### src/rtl/imd_params.svh
/*
 Register map, field positions, reset values and carrier constants of the
 interpolating modulation datapath.
 Assumes inclusion by bare name from the carrier and the datapath files.
*/
`ifndef IMD_PARAMS_SVH
`define IMD_PARAMS_SVH

// Register indices and APB byte addresses
`define IMD_CTRL_IDX      10'h001
`define IMD_STATUS_IDX    10'h01F
`define IMD_CTRL_ADDR     {`IMD_CTRL_IDX, 2'b00}
`define IMD_STATUS_ADDR   {`IMD_STATUS_IDX, 2'b00}

// Control register fields
`define IMD_F_INTERP_HI   7
`define IMD_F_INTERP_LO   6
`define IMD_F_MOD_HI      5
`define IMD_F_MOD_LO      4
`define IMD_F_STUFF       3
`define IMD_F_CPLX        2
`define IMD_F_ROTPOS      1
`define IMD_CTRL_RESET    8'h00

// Status register fields
`define IMD_S_UNDERRUN    0
`define IMD_S_PHASE_LO    1
`define IMD_S_SLOT_LO     4
`define IMD_S_CPLX_ACT    8

// Samples and carrier values, carrier in Q2.14
`define IMD_MIDSCALE      16'h8000
`define IMD_CAR_ONE       16'h4000
`define IMD_CAR_R2        16'h2D41
`define IMD_CAR_FRAC      14

`endif

### src/rtl/imd_pkg.sv
/*
 Types shared by the interpolating modulation datapath files.
 Assumes imd_params.svh is on the include path.
*/
package imd_pkg;

   typedef enum logic [1:0] {
      IMD_INTERP_1X,
      IMD_INTERP_2X,
      IMD_INTERP_4X,
      IMD_INTERP_8X
   } imd_interp_e_t;

   typedef enum logic [1:0] {
      IMD_MOD_OFF,
      IMD_MOD_HALF,
      IMD_MOD_QUARTER,
      IMD_MOD_EIGHTH
   } imd_mod_e_t;

   typedef struct packed {
      imd_interp_e_t interp;
      imd_mod_e_t    modsel;
      logic          stuff;
      logic          cplx;
      logic          rot_pos;
      logic          rsv;
   } imd_ctrl_t;

   typedef struct packed {
      logic [15:0] i;
      logic [15:0] q;
   } imd_iq_t;

   typedef struct packed {
      logic [15:0] prev;
      logic [15:0] curr;
      logic [15:0] out;
   } imd_itp_st_t;

   typedef struct packed {
      logic [15:0] sin_v;
      logic [15:0] cos_v;
   } imd_car_st_t;

endpackage

### src/rtl/imd_interp.sv
/*
 One channel of the interpolator: linear interpolation between the last two
 input samples, phase k of L, with L a power of two given as a shift.
 Assumes load comes on the last phase of each input period.
*/
module imd_interp (
   // Clock and reset
   input  wire logic        pclk,
   input  wire logic        presetn,
   // Control
   input  wire logic        load,
   input  wire logic [2:0]  k,
   input  wire logic [1:0]  shift,
   // Samples
   input  wire logic [15:0] sample_in,
   output logic      [15:0] sample_out
);
   import imd_pkg::*;

   imd_itp_st_t      st;
   imd_itp_st_t      next_st;
   logic signed [16:0] diff;
   logic signed [20:0] prod;
   logic signed [20:0] sum;

   always_comb begin
      next_st = st;
      diff = $signed({st.curr[15], st.curr}) - $signed({st.prev[15], st.prev});
      prod = diff * $signed({1'b0, k});
      sum  = (prod >>> shift) + $signed({{5{st.prev[15]}}, st.prev});
      next_st.out = sum[15:0];
      if (load) begin
         next_st.prev = st.curr;
         next_st.curr = sample_in;
      end
   end

   always_ff @(posedge pclk or negedge presetn) begin
      if (!presetn) begin
         st <= '0;
      end else begin
         st <= next_st;
      end
   end

   assign sample_out = st.out;
endmodule

### src/rtl/imd_carrier.sv
/*
 Carrier table: registered sine and cosine of an eight-step phase, Q2.14.
 Assumes the phase advances once per interpolated sample.
*/
`include "imd_params.svh"
module imd_carrier (
   // Clock and reset
   input  wire logic        pclk,
   input  wire logic        presetn,
   // Phase in, carrier out
   input  wire logic [2:0]  phase,
   output logic      [15:0] sin_out,
   output logic      [15:0] cos_out
);
   import imd_pkg::*;

   imd_car_st_t st;
   imd_car_st_t next_st;

   function automatic logic [15:0] sine8(input logic [2:0] p);
      logic [15:0] v;
      case (p)
         3'h0:    v = 16'h0000;
         3'h1:    v = `IMD_CAR_R2;
         3'h2:    v = `IMD_CAR_ONE;
         3'h3:    v = `IMD_CAR_R2;
         3'h4:    v = 16'h0000;
         3'h5:    v = 16'h0000 - `IMD_CAR_R2;
         3'h6:    v = 16'h0000 - `IMD_CAR_ONE;
         default: v = 16'h0000 - `IMD_CAR_R2;
      endcase
      return v;
   endfunction

   always_comb begin
      next_st = st;
      next_st.sin_v = sine8(phase);
      next_st.cos_v = sine8(phase + 3'h2);
   end

   always_ff @(posedge pclk or negedge presetn) begin
      if (!presetn) begin
         st <= '0;
      end else begin
         st <= next_st;
      end
   end

   assign sin_out = st.sin_v;
   assign cos_out = st.cos_v;
endmodule

### src/rtl/imd_datapath.sv
/*
 Dual channel transmit datapath: interpolation by 1, 2, 4 or 8, real or
 complex digital modulation, optional zero stuffing, APB control.
 Assumes pclk is the converter sample clock: one DAC word per cycle, and
 an upstream source that offers I/Q pairs under valid/ready.
*/
`include "imd_params.svh"

////////////////////////////////////////////////////////////////////////////
module imd_datapath (
   // APB slave
   input  wire logic             pclk,
   input  wire logic             presetn,
   input  wire logic             psel,
   input  wire logic             penable,
   input  wire logic             pwrite,
   input  wire logic [11:0]      paddr,
   input  wire logic [31:0]      pwdata,
   output logic      [31:0]      prdata,
   output logic                  pready,
   output logic                  pslverr,
   // Upstream sample source
   input  wire imd_pkg::imd_iq_t in_sample,
   input  wire logic             in_valid,
   output logic                  in_ready,
   // Converter words, offset binary
   output logic      [15:0]      dac_i,
   output logic      [15:0]      dac_q,
   output logic                  dac_valid
);
   import imd_pkg::*;

   ////////////////////////////////////////////////////////////////////////
   // State

   typedef struct packed {
      imd_ctrl_t   ctrl;
      logic        underrun;
      logic [31:0] rdata;
      logic        rerr;
      logic [3:0]  slot;
      logic [2:0]  phase;
      logic        stuff_d;
      logic        cplx_d;
      imd_mod_e_t  mod_d;
      logic        rot_d;
      logic [15:0] out_i;
      logic [15:0] out_q;
      logic        out_valid;
   } imd_st_t;

   imd_st_t st;
   imd_st_t next_st;

   ////////////////////////////////////////////////////////////////////////
   // Rate control signals

   logic [1:0]  shift;
   logic [3:0]  last_slot;
   logic        stuff_slot;
   logic [2:0]  k;
   logic        load;
   logic [2:0]  phase_step;
   logic        cplx_act;
   imd_iq_t     feed;
   logic [15:0] itp_i;
   logic [15:0] itp_q;
   logic [15:0] car_sin;
   logic [15:0] car_cos;

   always_comb begin
      shift = st.ctrl.interp;
      // Last slot of one input period
      case (st.ctrl.interp)
         IMD_INTERP_2X: last_slot = 4'h1;
         IMD_INTERP_4X: last_slot = 4'h3;
         IMD_INTERP_8X: last_slot = 4'h7;
         default:       last_slot = 4'h0;
      endcase
      // Twice as many slots when stuffing
      if (st.ctrl.stuff) begin
         last_slot = {last_slot[2:0], 1'b1};
      end
      stuff_slot = st.ctrl.stuff & st.slot[0];
      if (st.ctrl.stuff) begin
         k = st.slot[3:1];
      end else begin
         k = st.slot[2:0];
      end
      load = (st.slot >= last_slot);
      case (st.ctrl.modsel)
         IMD_MOD_HALF:    phase_step = 3'h4;
         IMD_MOD_QUARTER: phase_step = 3'h2;
         IMD_MOD_EIGHTH:  phase_step = 3'h1;
         default:         phase_step = 3'h0;
      endcase
      // Complex only with quadrature carriers
      cplx_act = st.ctrl.cplx &
                 ((st.ctrl.modsel == IMD_MOD_QUARTER) |
                  (st.ctrl.modsel == IMD_MOD_EIGHTH));
      if (in_valid) begin
         feed = in_sample;
      end else begin
         feed = '0;
      end
   end

   assign in_ready = load;

   ////////////////////////////////////////////////////////////////////////
   // Interpolators, one per channel, ahead of the modulator

   for (genvar ch = 0; ch < 2; ch++) begin : g_chan
      logic [15:0] ch_in;
      logic [15:0] ch_out;
      assign ch_in = (ch == 0) ? feed.i : feed.q;
      imd_interp u_interp (
         .pclk       (pclk),
         .presetn    (presetn),
         .load       (load),
         .k          (k),
         .shift      (shift),
         .sample_in  (ch_in),
         .sample_out (ch_out)
      );
   end

   assign itp_i = g_chan[0].ch_out;
   assign itp_q = g_chan[1].ch_out;

   ////////////////////////////////////////////////////////////////////////
   // Carrier

   imd_carrier u_carrier (
      .pclk    (pclk),
      .presetn (presetn),
      .phase   (st.phase),
      .sin_out (car_sin),
      .cos_out (car_cos)
   );

   ////////////////////////////////////////////////////////////////////////
   // Modulator arithmetic

   // Drop the carrier fraction, clip to sixteen bits
   function automatic logic [15:0] sat16(input logic signed [33:0] v);
      logic signed [33:0] s;
      logic [15:0]        r;
      s = v >>> `IMD_CAR_FRAC;
      if (s > 34'sh0_0000_7FFF) begin
         r = 16'h7FFF;
      end else if (s < -34'sh0_0000_8000) begin
         r = 16'h8000;
      end else begin
         r = s[15:0];
      end
      return r;
   endfunction

   logic signed [31:0] p_ic;
   logic signed [31:0] p_is;
   logic signed [31:0] p_qc;
   logic signed [31:0] p_qs;
   logic signed [33:0] acc_i;
   logic signed [33:0] acc_q;
   logic [15:0]        mod_i;
   logic [15:0]        mod_q;

   always_comb begin
      p_ic = $signed(itp_i) * $signed(car_cos);
      p_is = $signed(itp_i) * $signed(car_sin);
      p_qc = $signed(itp_q) * $signed(car_cos);
      p_qs = $signed(itp_q) * $signed(car_sin);
      acc_i = 34'(p_ic);
      acc_q = 34'(p_qc);
      if (st.cplx_d) begin
         if (st.rot_d) begin
            acc_i = 34'(p_ic) - 34'(p_qs);
            acc_q = 34'(p_qc) + 34'(p_is);
         end else begin
            acc_i = 34'(p_ic) + 34'(p_qs);
            acc_q = 34'(p_qc) - 34'(p_is);
         end
         mod_i = sat16(acc_i);
         mod_q = sat16(acc_q);
      end else begin
         case (st.mod_d)
            IMD_MOD_HALF: begin
               mod_i = sat16(34'(p_ic));
               mod_q = sat16(34'(p_qc));
            end
            IMD_MOD_QUARTER, IMD_MOD_EIGHTH: begin
               mod_i = sat16(34'(p_is));
               mod_q = sat16(34'(p_qs));
            end
            default: begin
               mod_i = itp_i;
               mod_q = itp_q;
            end
         endcase
      end
   end

   // Two's complement to offset binary for the converter
   function automatic logic [15:0] to_ofs(input logic [15:0] v);
      logic [15:0] r;
      r = {~v[15], v[14:0]};
      return r;
   endfunction

   ////////////////////////////////////////////////////////////////////////
   // Next state

   logic setup;
   logic access;
   logic hit_ctrl;
   logic hit_status;
   logic ctrl_wr;
   logic underrun_set;
   logic underrun_clr;

   always_comb begin
      next_st = st;
      setup  = psel & ~penable;
      access = psel & penable;
      hit_ctrl   = (paddr == `IMD_CTRL_ADDR);
      hit_status = (paddr == `IMD_STATUS_ADDR);
      ctrl_wr    = access & pwrite & hit_ctrl;

      // Sample timing
      if (load) begin
         next_st.slot = 4'h0;
      end else begin
         next_st.slot = st.slot + 4'h1;
      end
      if (!stuff_slot) begin
         next_st.phase = st.phase + phase_step;
      end
      // Control write starts a fresh period at carrier phase zero
      if (ctrl_wr) begin
         next_st.slot  = 4'h0;
         next_st.phase = 3'h0;
      end
      next_st.stuff_d = stuff_slot;
      next_st.cplx_d  = cplx_act;
      // Mode bits follow the carrier through its register
      next_st.mod_d   = st.ctrl.modsel;
      next_st.rot_d   = st.ctrl.rot_pos;

      // Output stage, midscale in stuffed slots
      if (st.stuff_d) begin
         next_st.out_i = `IMD_MIDSCALE;
         next_st.out_q = `IMD_MIDSCALE;
      end else begin
         next_st.out_i = to_ofs(mod_i);
         next_st.out_q = to_ofs(mod_q);
      end
      next_st.out_valid = 1'b1;

      // Underrun: set wins over clear
      underrun_set = load & ~in_valid;
      underrun_clr = access & pwrite & hit_status &
                     pwdata[`IMD_S_UNDERRUN];
      next_st.underrun = underrun_set | (st.underrun & ~underrun_clr);

      // Register reads captured in setup
      if (setup) begin
         next_st.rdata = 32'h0000_0000;
         next_st.rerr  = 1'b0;
         if (hit_ctrl) begin
            next_st.rdata[7:0] = st.ctrl;
         end else if (hit_status) begin
            next_st.rdata[`IMD_S_UNDERRUN] = st.underrun;
            next_st.rdata[`IMD_S_PHASE_LO +: 3] = st.phase;
            next_st.rdata[`IMD_S_SLOT_LO +: 4]  = st.slot;
            next_st.rdata[`IMD_S_CPLX_ACT] = cplx_act;
         end else begin
            next_st.rerr = 1'b1;
         end
      end

      // Control write at the access edge
      if (ctrl_wr) begin
         next_st.ctrl.interp = imd_interp_e_t'(
            pwdata[`IMD_F_INTERP_HI:`IMD_F_INTERP_LO]);
         next_st.ctrl.modsel = imd_mod_e_t'(
            pwdata[`IMD_F_MOD_HI:`IMD_F_MOD_LO]);
         next_st.ctrl.stuff   = pwdata[`IMD_F_STUFF];
         next_st.ctrl.cplx    = pwdata[`IMD_F_CPLX];
         next_st.ctrl.rot_pos = pwdata[`IMD_F_ROTPOS];
         next_st.ctrl.rsv     = 1'b0;
      end
   end

   ////////////////////////////////////////////////////////////////////////
   // Registers

   always_ff @(posedge pclk or negedge presetn) begin
      if (!presetn) begin
         st      <= '0;
         st.ctrl <= imd_ctrl_t'(`IMD_CTRL_RESET);
         st.out_i <= `IMD_MIDSCALE;
         st.out_q <= `IMD_MIDSCALE;
      end else begin
         st <= next_st;
      end
   end

   ////////////////////////////////////////////////////////////////////////
   // Outputs

   assign prdata    = st.rdata;
   assign pslverr   = st.rerr & psel & penable;
   assign pready    = 1'b1;
   assign dac_i     = st.out_i;
   assign dac_q     = st.out_q;
   assign dac_valid = st.out_valid;
endmodule

### config.mk
export PLATFORM = sky130hd
export DESIGN_NAME = imd_datapath
export DESIGN_NICKNAME = d
export VERILOG_FILES = /design/src/rtl/imd_pkg.sv /design/src/rtl/imd_interp.sv /design/src/rtl/imd_carrier.sv /design/src/rtl/imd_datapath.sv
export VERILOG_INCLUDE_DIRS = /design/src /design/src/rtl
export SDC_FILE = /design/constraint.sdc
export NUM_CORES = 2
export LEC_CHECK = 0
export BUFFER_PORTS_ARGS = -buffer_cell sky130_fd_sc_hd__buf_2
export CAP_MARGIN = 20
export CORE_ASPECT_RATIO = 1.1
export CORE_MARGIN = 1.5
export CORE_UTILIZATION = 54
export DETAILED_ROUTE_END_ITERATION = 10
export GPL_TIMING_DRIVEN = 0
export PLACE_DENSITY = 0.76
export RECOVER_POWER = 50
export SYNTH_ARGS = -nofsm -noshare
export SYNTH_HDL_FRONTEND = slang
export SYNTH_SLANG_ARGS = --single-unit
### constraint.sdc
create_clock -name pclk -period 13.5 [get_ports pclk]
set_input_delay 4.05 -clock pclk [delete_from_list [all_inputs] [get_ports pclk]]
set_output_delay 4.05 -clock pclk [all_outputs]
set_load 0.01 [all_outputs]
---- Word-level counts from Yosys, hierarchy flattened ----
Index checks and enable logic that the tools add are counted.
word-level totals
  flip-flop bits (word level) ............. 191
  latch bits .............................. 0
  bits in writable memories ............... 0
  memory bits (read-only) ................. 0
  input port bits ......................... 82
  output and inout port bits .............. 68
  memories ................................ 0
operators by class
  add/subtract/negate cells ............... 11
  $mul .................................... 6
  divide/modulo/power cells ............... 0
  magnitude comparators ................... 13
  equal/unequal tests ..................... 22
  shift operators ......................... 2
  muxes and demuxes ....................... 36
  bitwise logic cells ..................... 19
  reduce and logical (&&, ||, !) cells .... 7
operators by type and width
  operator              count
  $mux 16               14
  $mux 34               4
  $mul 16x16->32        4
  $pmux 16 s4           2
  $gt 18x16->1 const B  4
  $lt 18x16->1 const B  4
  $add 32x32->33        2
  $sub 32x32->33        2
  $mux 32               2
  $pmux 16 s2           2
  $mul 17x4->21         2
  $sshr 21x2->16        2
  $gt 20x16->1 const B  2
  $lt 20x16->1 const B  2
  $sub 16x16->17        2
  $add 16x16->16        2
  $pmux 3 s3            2
  $and 1x1->1           12
  $eq 12x3->1 const B   1
  $eq 12x7->1 const B   1
  $eq 2x2->1 const B    6
  $eq 3x2->1 const B    4
  $eq 3x3->1 const B    4
  $reduce_or 2->1       5
  16 further kinds      29

---- Logic depth before layout (Yosys ltp) ----
  word-level depth ........................ 10
  mapped depth ............................ 40
  mapped depth without buffers ............ 38

---- Hierarchy ----
From an unflattened synthesis, not the netlist that was laid out.
unflattened totals
  cells, all modules ...................... 6813
  area total of the unflattened synthesis .. 59169.2 um^2
modules (own cells, without submodules)
  module        instances  cells each  area an instance (um^2)  sequential area each (um^2)
  imd_datapath  1          5547        48104.9                  1579.0
  imd_interp    2          611         5281.3                   1201.2
  imd_carrier   1          44          501.7                    250.2

---- Least setup slack after synthesis ----
Ideal clock, no wire load.
  path type ............................... flip-flop to flip-flop
  from .................................... register u_carrier.st, in the netlist u_carrier.sin_out[12]
  to ...................................... register st, in the netlist dac_q[5]
  arrival time ............................ 9.566 ns
  setup slack ............................. 3.827 ns
  stages on the path, launching flop included .. 37
  path buffers ............................ 4
  clock period less this slack ............ 9.673 ns
  cell sequence ........................... dfrtp_1 clkbuf_1 clkbuf_1 buf_1 nand2_1 fa_1 fa_1 fa_1 inv_1 fa_1 fa_1 inv_1 fa_1 inv_1 ha_1 a211o_1 or2_0 o21a_1 a21o_1 xor2_1 nor3_1 nand3_1 nor4_1 nor2b_1 a21oi_1 xor2_1 ha_1 a21o_1 a21oi_1 nand2_1 o211a_1 o41a_1 xor2_1 xnor2_2 buf_6 o21bai_2 a2111oi_4
RTL lines
  element                 RTL line             text
  from (decl)             imd_carrier.sv:17    imd_car_st_t st;
  from (signal assigned)  imd_carrier.sv:45    st <= next_st;
  to (signal assigned)    imd_datapath.sv:305  st <= next_st;
  to (decl)               imd_datapath.sv:52   imd_st_t st;

==> impl_metrics.py <==
metrics = {
    "floorplan": {
        "die_y_um": 333,
        "core_region_area_sq_um": 97700,
        "initial_core_util_pct": 54.7,
        "fp.dieW_um": 303,
        "pin_count": 150,
        "num_rows": 120,
        "die_area_sq_um": 101000,
    },
    "worst_setup_path": {
        "slowest_delay_ns": 0.89,
        "crit_fanout": 10,
        "path_class": "register to register",
        "r2r-end": "dac_i[4]",
        "r2r_slack_ns": 0.60,
        "arrival_ns": 13.21,
        "critPathCaptureType": "register",
        "slowest_stage": "a221oi_1",
        "start_kind": "register",
        "timing.critical_path.mode_cell": "fa_1",
        "r2r-start": "u_carrier.sin_out[12]",
        "required_ns": 13.81,
        "rr_worst_depth": 38,
    },
    "global_routing": {
        "grt_first_pass_wirelength_um": 235000,
        "grt_pass1_vias": 42700,
        "grt_remaining_overflow": 0,
        "grt_max_degree": 112,
        "antenna_found_initial": 12,
        "grt_usage_pct": 30.4,
    },
    "synthesis": {
        "synth.distinct_cells": 104,
        "synth-warning-count": 0,
        "ys_ff_latch": 169,
        "syn_area_sq_um": 53500,
        "yosysMostFrequentCell": "inv_1",
        "synth_ff_type": "dfrtp_1",
        "synth_area_per_cell_sq_um": 9.13,
        "syn_inst": 5859,
        "synthArstFlopShare_pct": 100,
        "synth.top_cells.by_count": "inv_1 (1,333), fa_1 (986), ha_1 (558)",
        "synth-edff-count": 0,
        "synth.area.top_cells": "fa_1 (37%), ha_1 (13%), inv_1 (9.4%), dfrtp_1 (7.8%), xnor2_1 (3.8%)",
        "synth_top_cell_by_area": "fa_1",
        "netlist.area_leader.share_pct": 36.9,
        "yosysSeqAreaShare_pct": 7.91,
    },
    "sta": {
        "rsz0062_at_grt": "no",
        "post-route-min-period_ns": 12.90,
        "tightest_slew_ns": 5.84,
        "slew_headroom_pct": -290,
        "finalMaxSlewViolations": 172,
        "min_period_over_period_pct": 95.6,
        "worst_hold_slack_ns": 0.489,
        "clock.fmax_mhz": 77.5,
        "final_hold_viol_count": 0,
        "final-setup-viol-count": 0,
        "fin_skew_ns": 0.0317,
        "setup_tns_ns": 0,
    },
    "placed_design": {
        "port_buffers": 100,
        "post-dp-hpwl_um": 127000,
        "routabilityCongestion": 0.997,
    },
    "hold_path": {
        "min_from": "st[78]",
        "hold-path-endpoint": "st[78]",
        "hp-class": "register to register",
        "hold_depth": 2,
    },
    "clock_tree": {
        "insertion_delay_ns": 0.51,
        "cts_setup_buffers": 0,
        "clk_path_buf_depth": 2,
        "clk_pin_slew_ns": 0.10,
        "cts_buffers": 17,
        "htree_levels": 4,
        "clock-root-buffer": "clkbuf_16",
        "cts_sinks": 169,
        "cts_tree": "built",
    },
    "routing": {
        "wl_per_cell_um": 20.2,
        "vias": 41200,
        "drt_wl_total_um": 148000,
        "post-route-drc-count": 0,
        "drt_iter0_markers": 3109,
        "drtPass1Iterations": 6,
        "antenna_left": 0,
        "vias_per_cell": 5.64,
    },
    "finish": {
        "areaGrowthSynthToFinish_pct": 5.53,
        "nets": 7640,
        "seqCellArea_sq_um": 4230,
        "multiInputGateArea_sq_um": 43200,
        "final_core_util_pct": 57.8,
        "layout-drive-gt1-share_pct": 5.46,
        "fillers": 8460,
    },
    "outcome": {
        "violations": "max-capacitance violations, max-slew violations",
        "status": "complete, but fails checks",
    },
    "job": {
        "cap_violations": 2,
    },
}
## placed cells by master, fill, tap and decap left out, types with 29 or more instances in the layout
cell	n
a31oi_1	33
clkbuf_1	151
nand3_1	62
nand2_1	372
nor3_1	56
fa_1	986
mux2_2	40
and3_1	35
nor2b_1	44
dfrtp_1	167
o21bai_1	37
nand2b_1	111
xnor2_1	232
a21oi_1	244
nor2_1	248
ha_1	558
buf_4	66
a21o_1	96
and2_1	156
inv_1	1333
o21ai_0	188
xor2_1	112
mux2i_1	54
or3_1	35
buf_2	108
o21a_1	29
## area by class of cell
cell class                      instances  share of cell area [%]
Sequential cell                       169                    7.49
Inverter                             1335                    8.87
Clock inverter                         14                   0.352
Clock buffer                           18                   0.778
Tap cell                             1281                    2.84
Multi-Input combinational cell       4142                    76.5
Timing Repair Buffer                  113                    1.06
Buffer                                236                    2.08
Antenna cell                            8                  0.0354
## routing by layer
layer / GRT usage [%] / share of wire (%) / wire (um)
met3: 3.59 / 6.6 / 9690
met4: 14.6 / 5.4 / 7910
met5: 0 / 0 / 0
met1: 39.2 / 39 / 58100
met2: 50.7 / 49 / 71900
## through the flow
stage | cells | setup WS, ns | area [sq um]
6_report | 7316 | 0.601 | 56500
5_1_grt | 7308 | 0.150 | 56500
4_1_cts | 7306 | 0.0137 | 56500
3_5_place_dp | 7274 | 0.0448 | 55800
3_3_place_gp | 7263 | 0.0644 | 55700
2_1_floorplan | 5882 | 3.83 | 53600
## worst max-delay path: cells and delay by family (launching register included)
family / cells / cell delay [ns]
fa+ha+maj: 8 / 3.68
buf+inv: 10 / 2.77
simple gates: 6 / 1.62
compound gates: 12 / 3.93
flops: 1 / 0.34
xor+xnor: 2 / 0.34
## sequential cells by signal, summed over array words and instances, names as in the netlist
signal / count
u_carrier.sin_out: 5
g_chan.u_interp.sample_out: 32
next_st: 3
u_carrier.cos_out: 5
dac_i: 16
st: 16
dac_valid: 1
g_chan.u_interp.st: 64
dac_q: 16
prdata: 9
shift: 2
## what timing repair did
| item | in CTS | in global routing |
|---|---|---|
| endpoints found under the hold margin | 0 | 0 |
| hold buffers | 0 | 0 |
| endpoints found under the setup margin | 0 | 23 |
| gates resized for setup | 0 | 16 |
## kinds of logic after synthesis
logic type      count (synthesis)  synth area share (%)
compound gates                899                  11.5
buf+inv                      1571                  11.5
mux                            94                  1.85
simple gates                 1230                  11.5
xor+xnor                      347                  5.75
flops                         169                  7.91
other cells                     2                0.0140
fa+ha+maj                    1547                  50.0
## worst max path at each step
stage          slack (ns)  depth (start not counted)        to             startpoint
6_report             0.60                         38  dac_i[4]  u_carrier.sin_out[12]
5_1_grt              0.15                         39  dac_q[9]  u_carrier.sin_out[12]
4_1_cts              0.01                         35  dac_i[6]  u_carrier.sin_out[12]
3_5_place_dp         0.04                         35  dac_i[6]  u_carrier.sin_out[12]
3_3_place_gp         0.06                         35  dac_i[6]  u_carrier.sin_out[12]
2_1_floorplan        3.83                         36  dac_q[5]  u_carrier.sin_out[12]
Power is not shown: default switching activity piles up to over one toggle a cycle in this logic, so the estimate is an artifact.
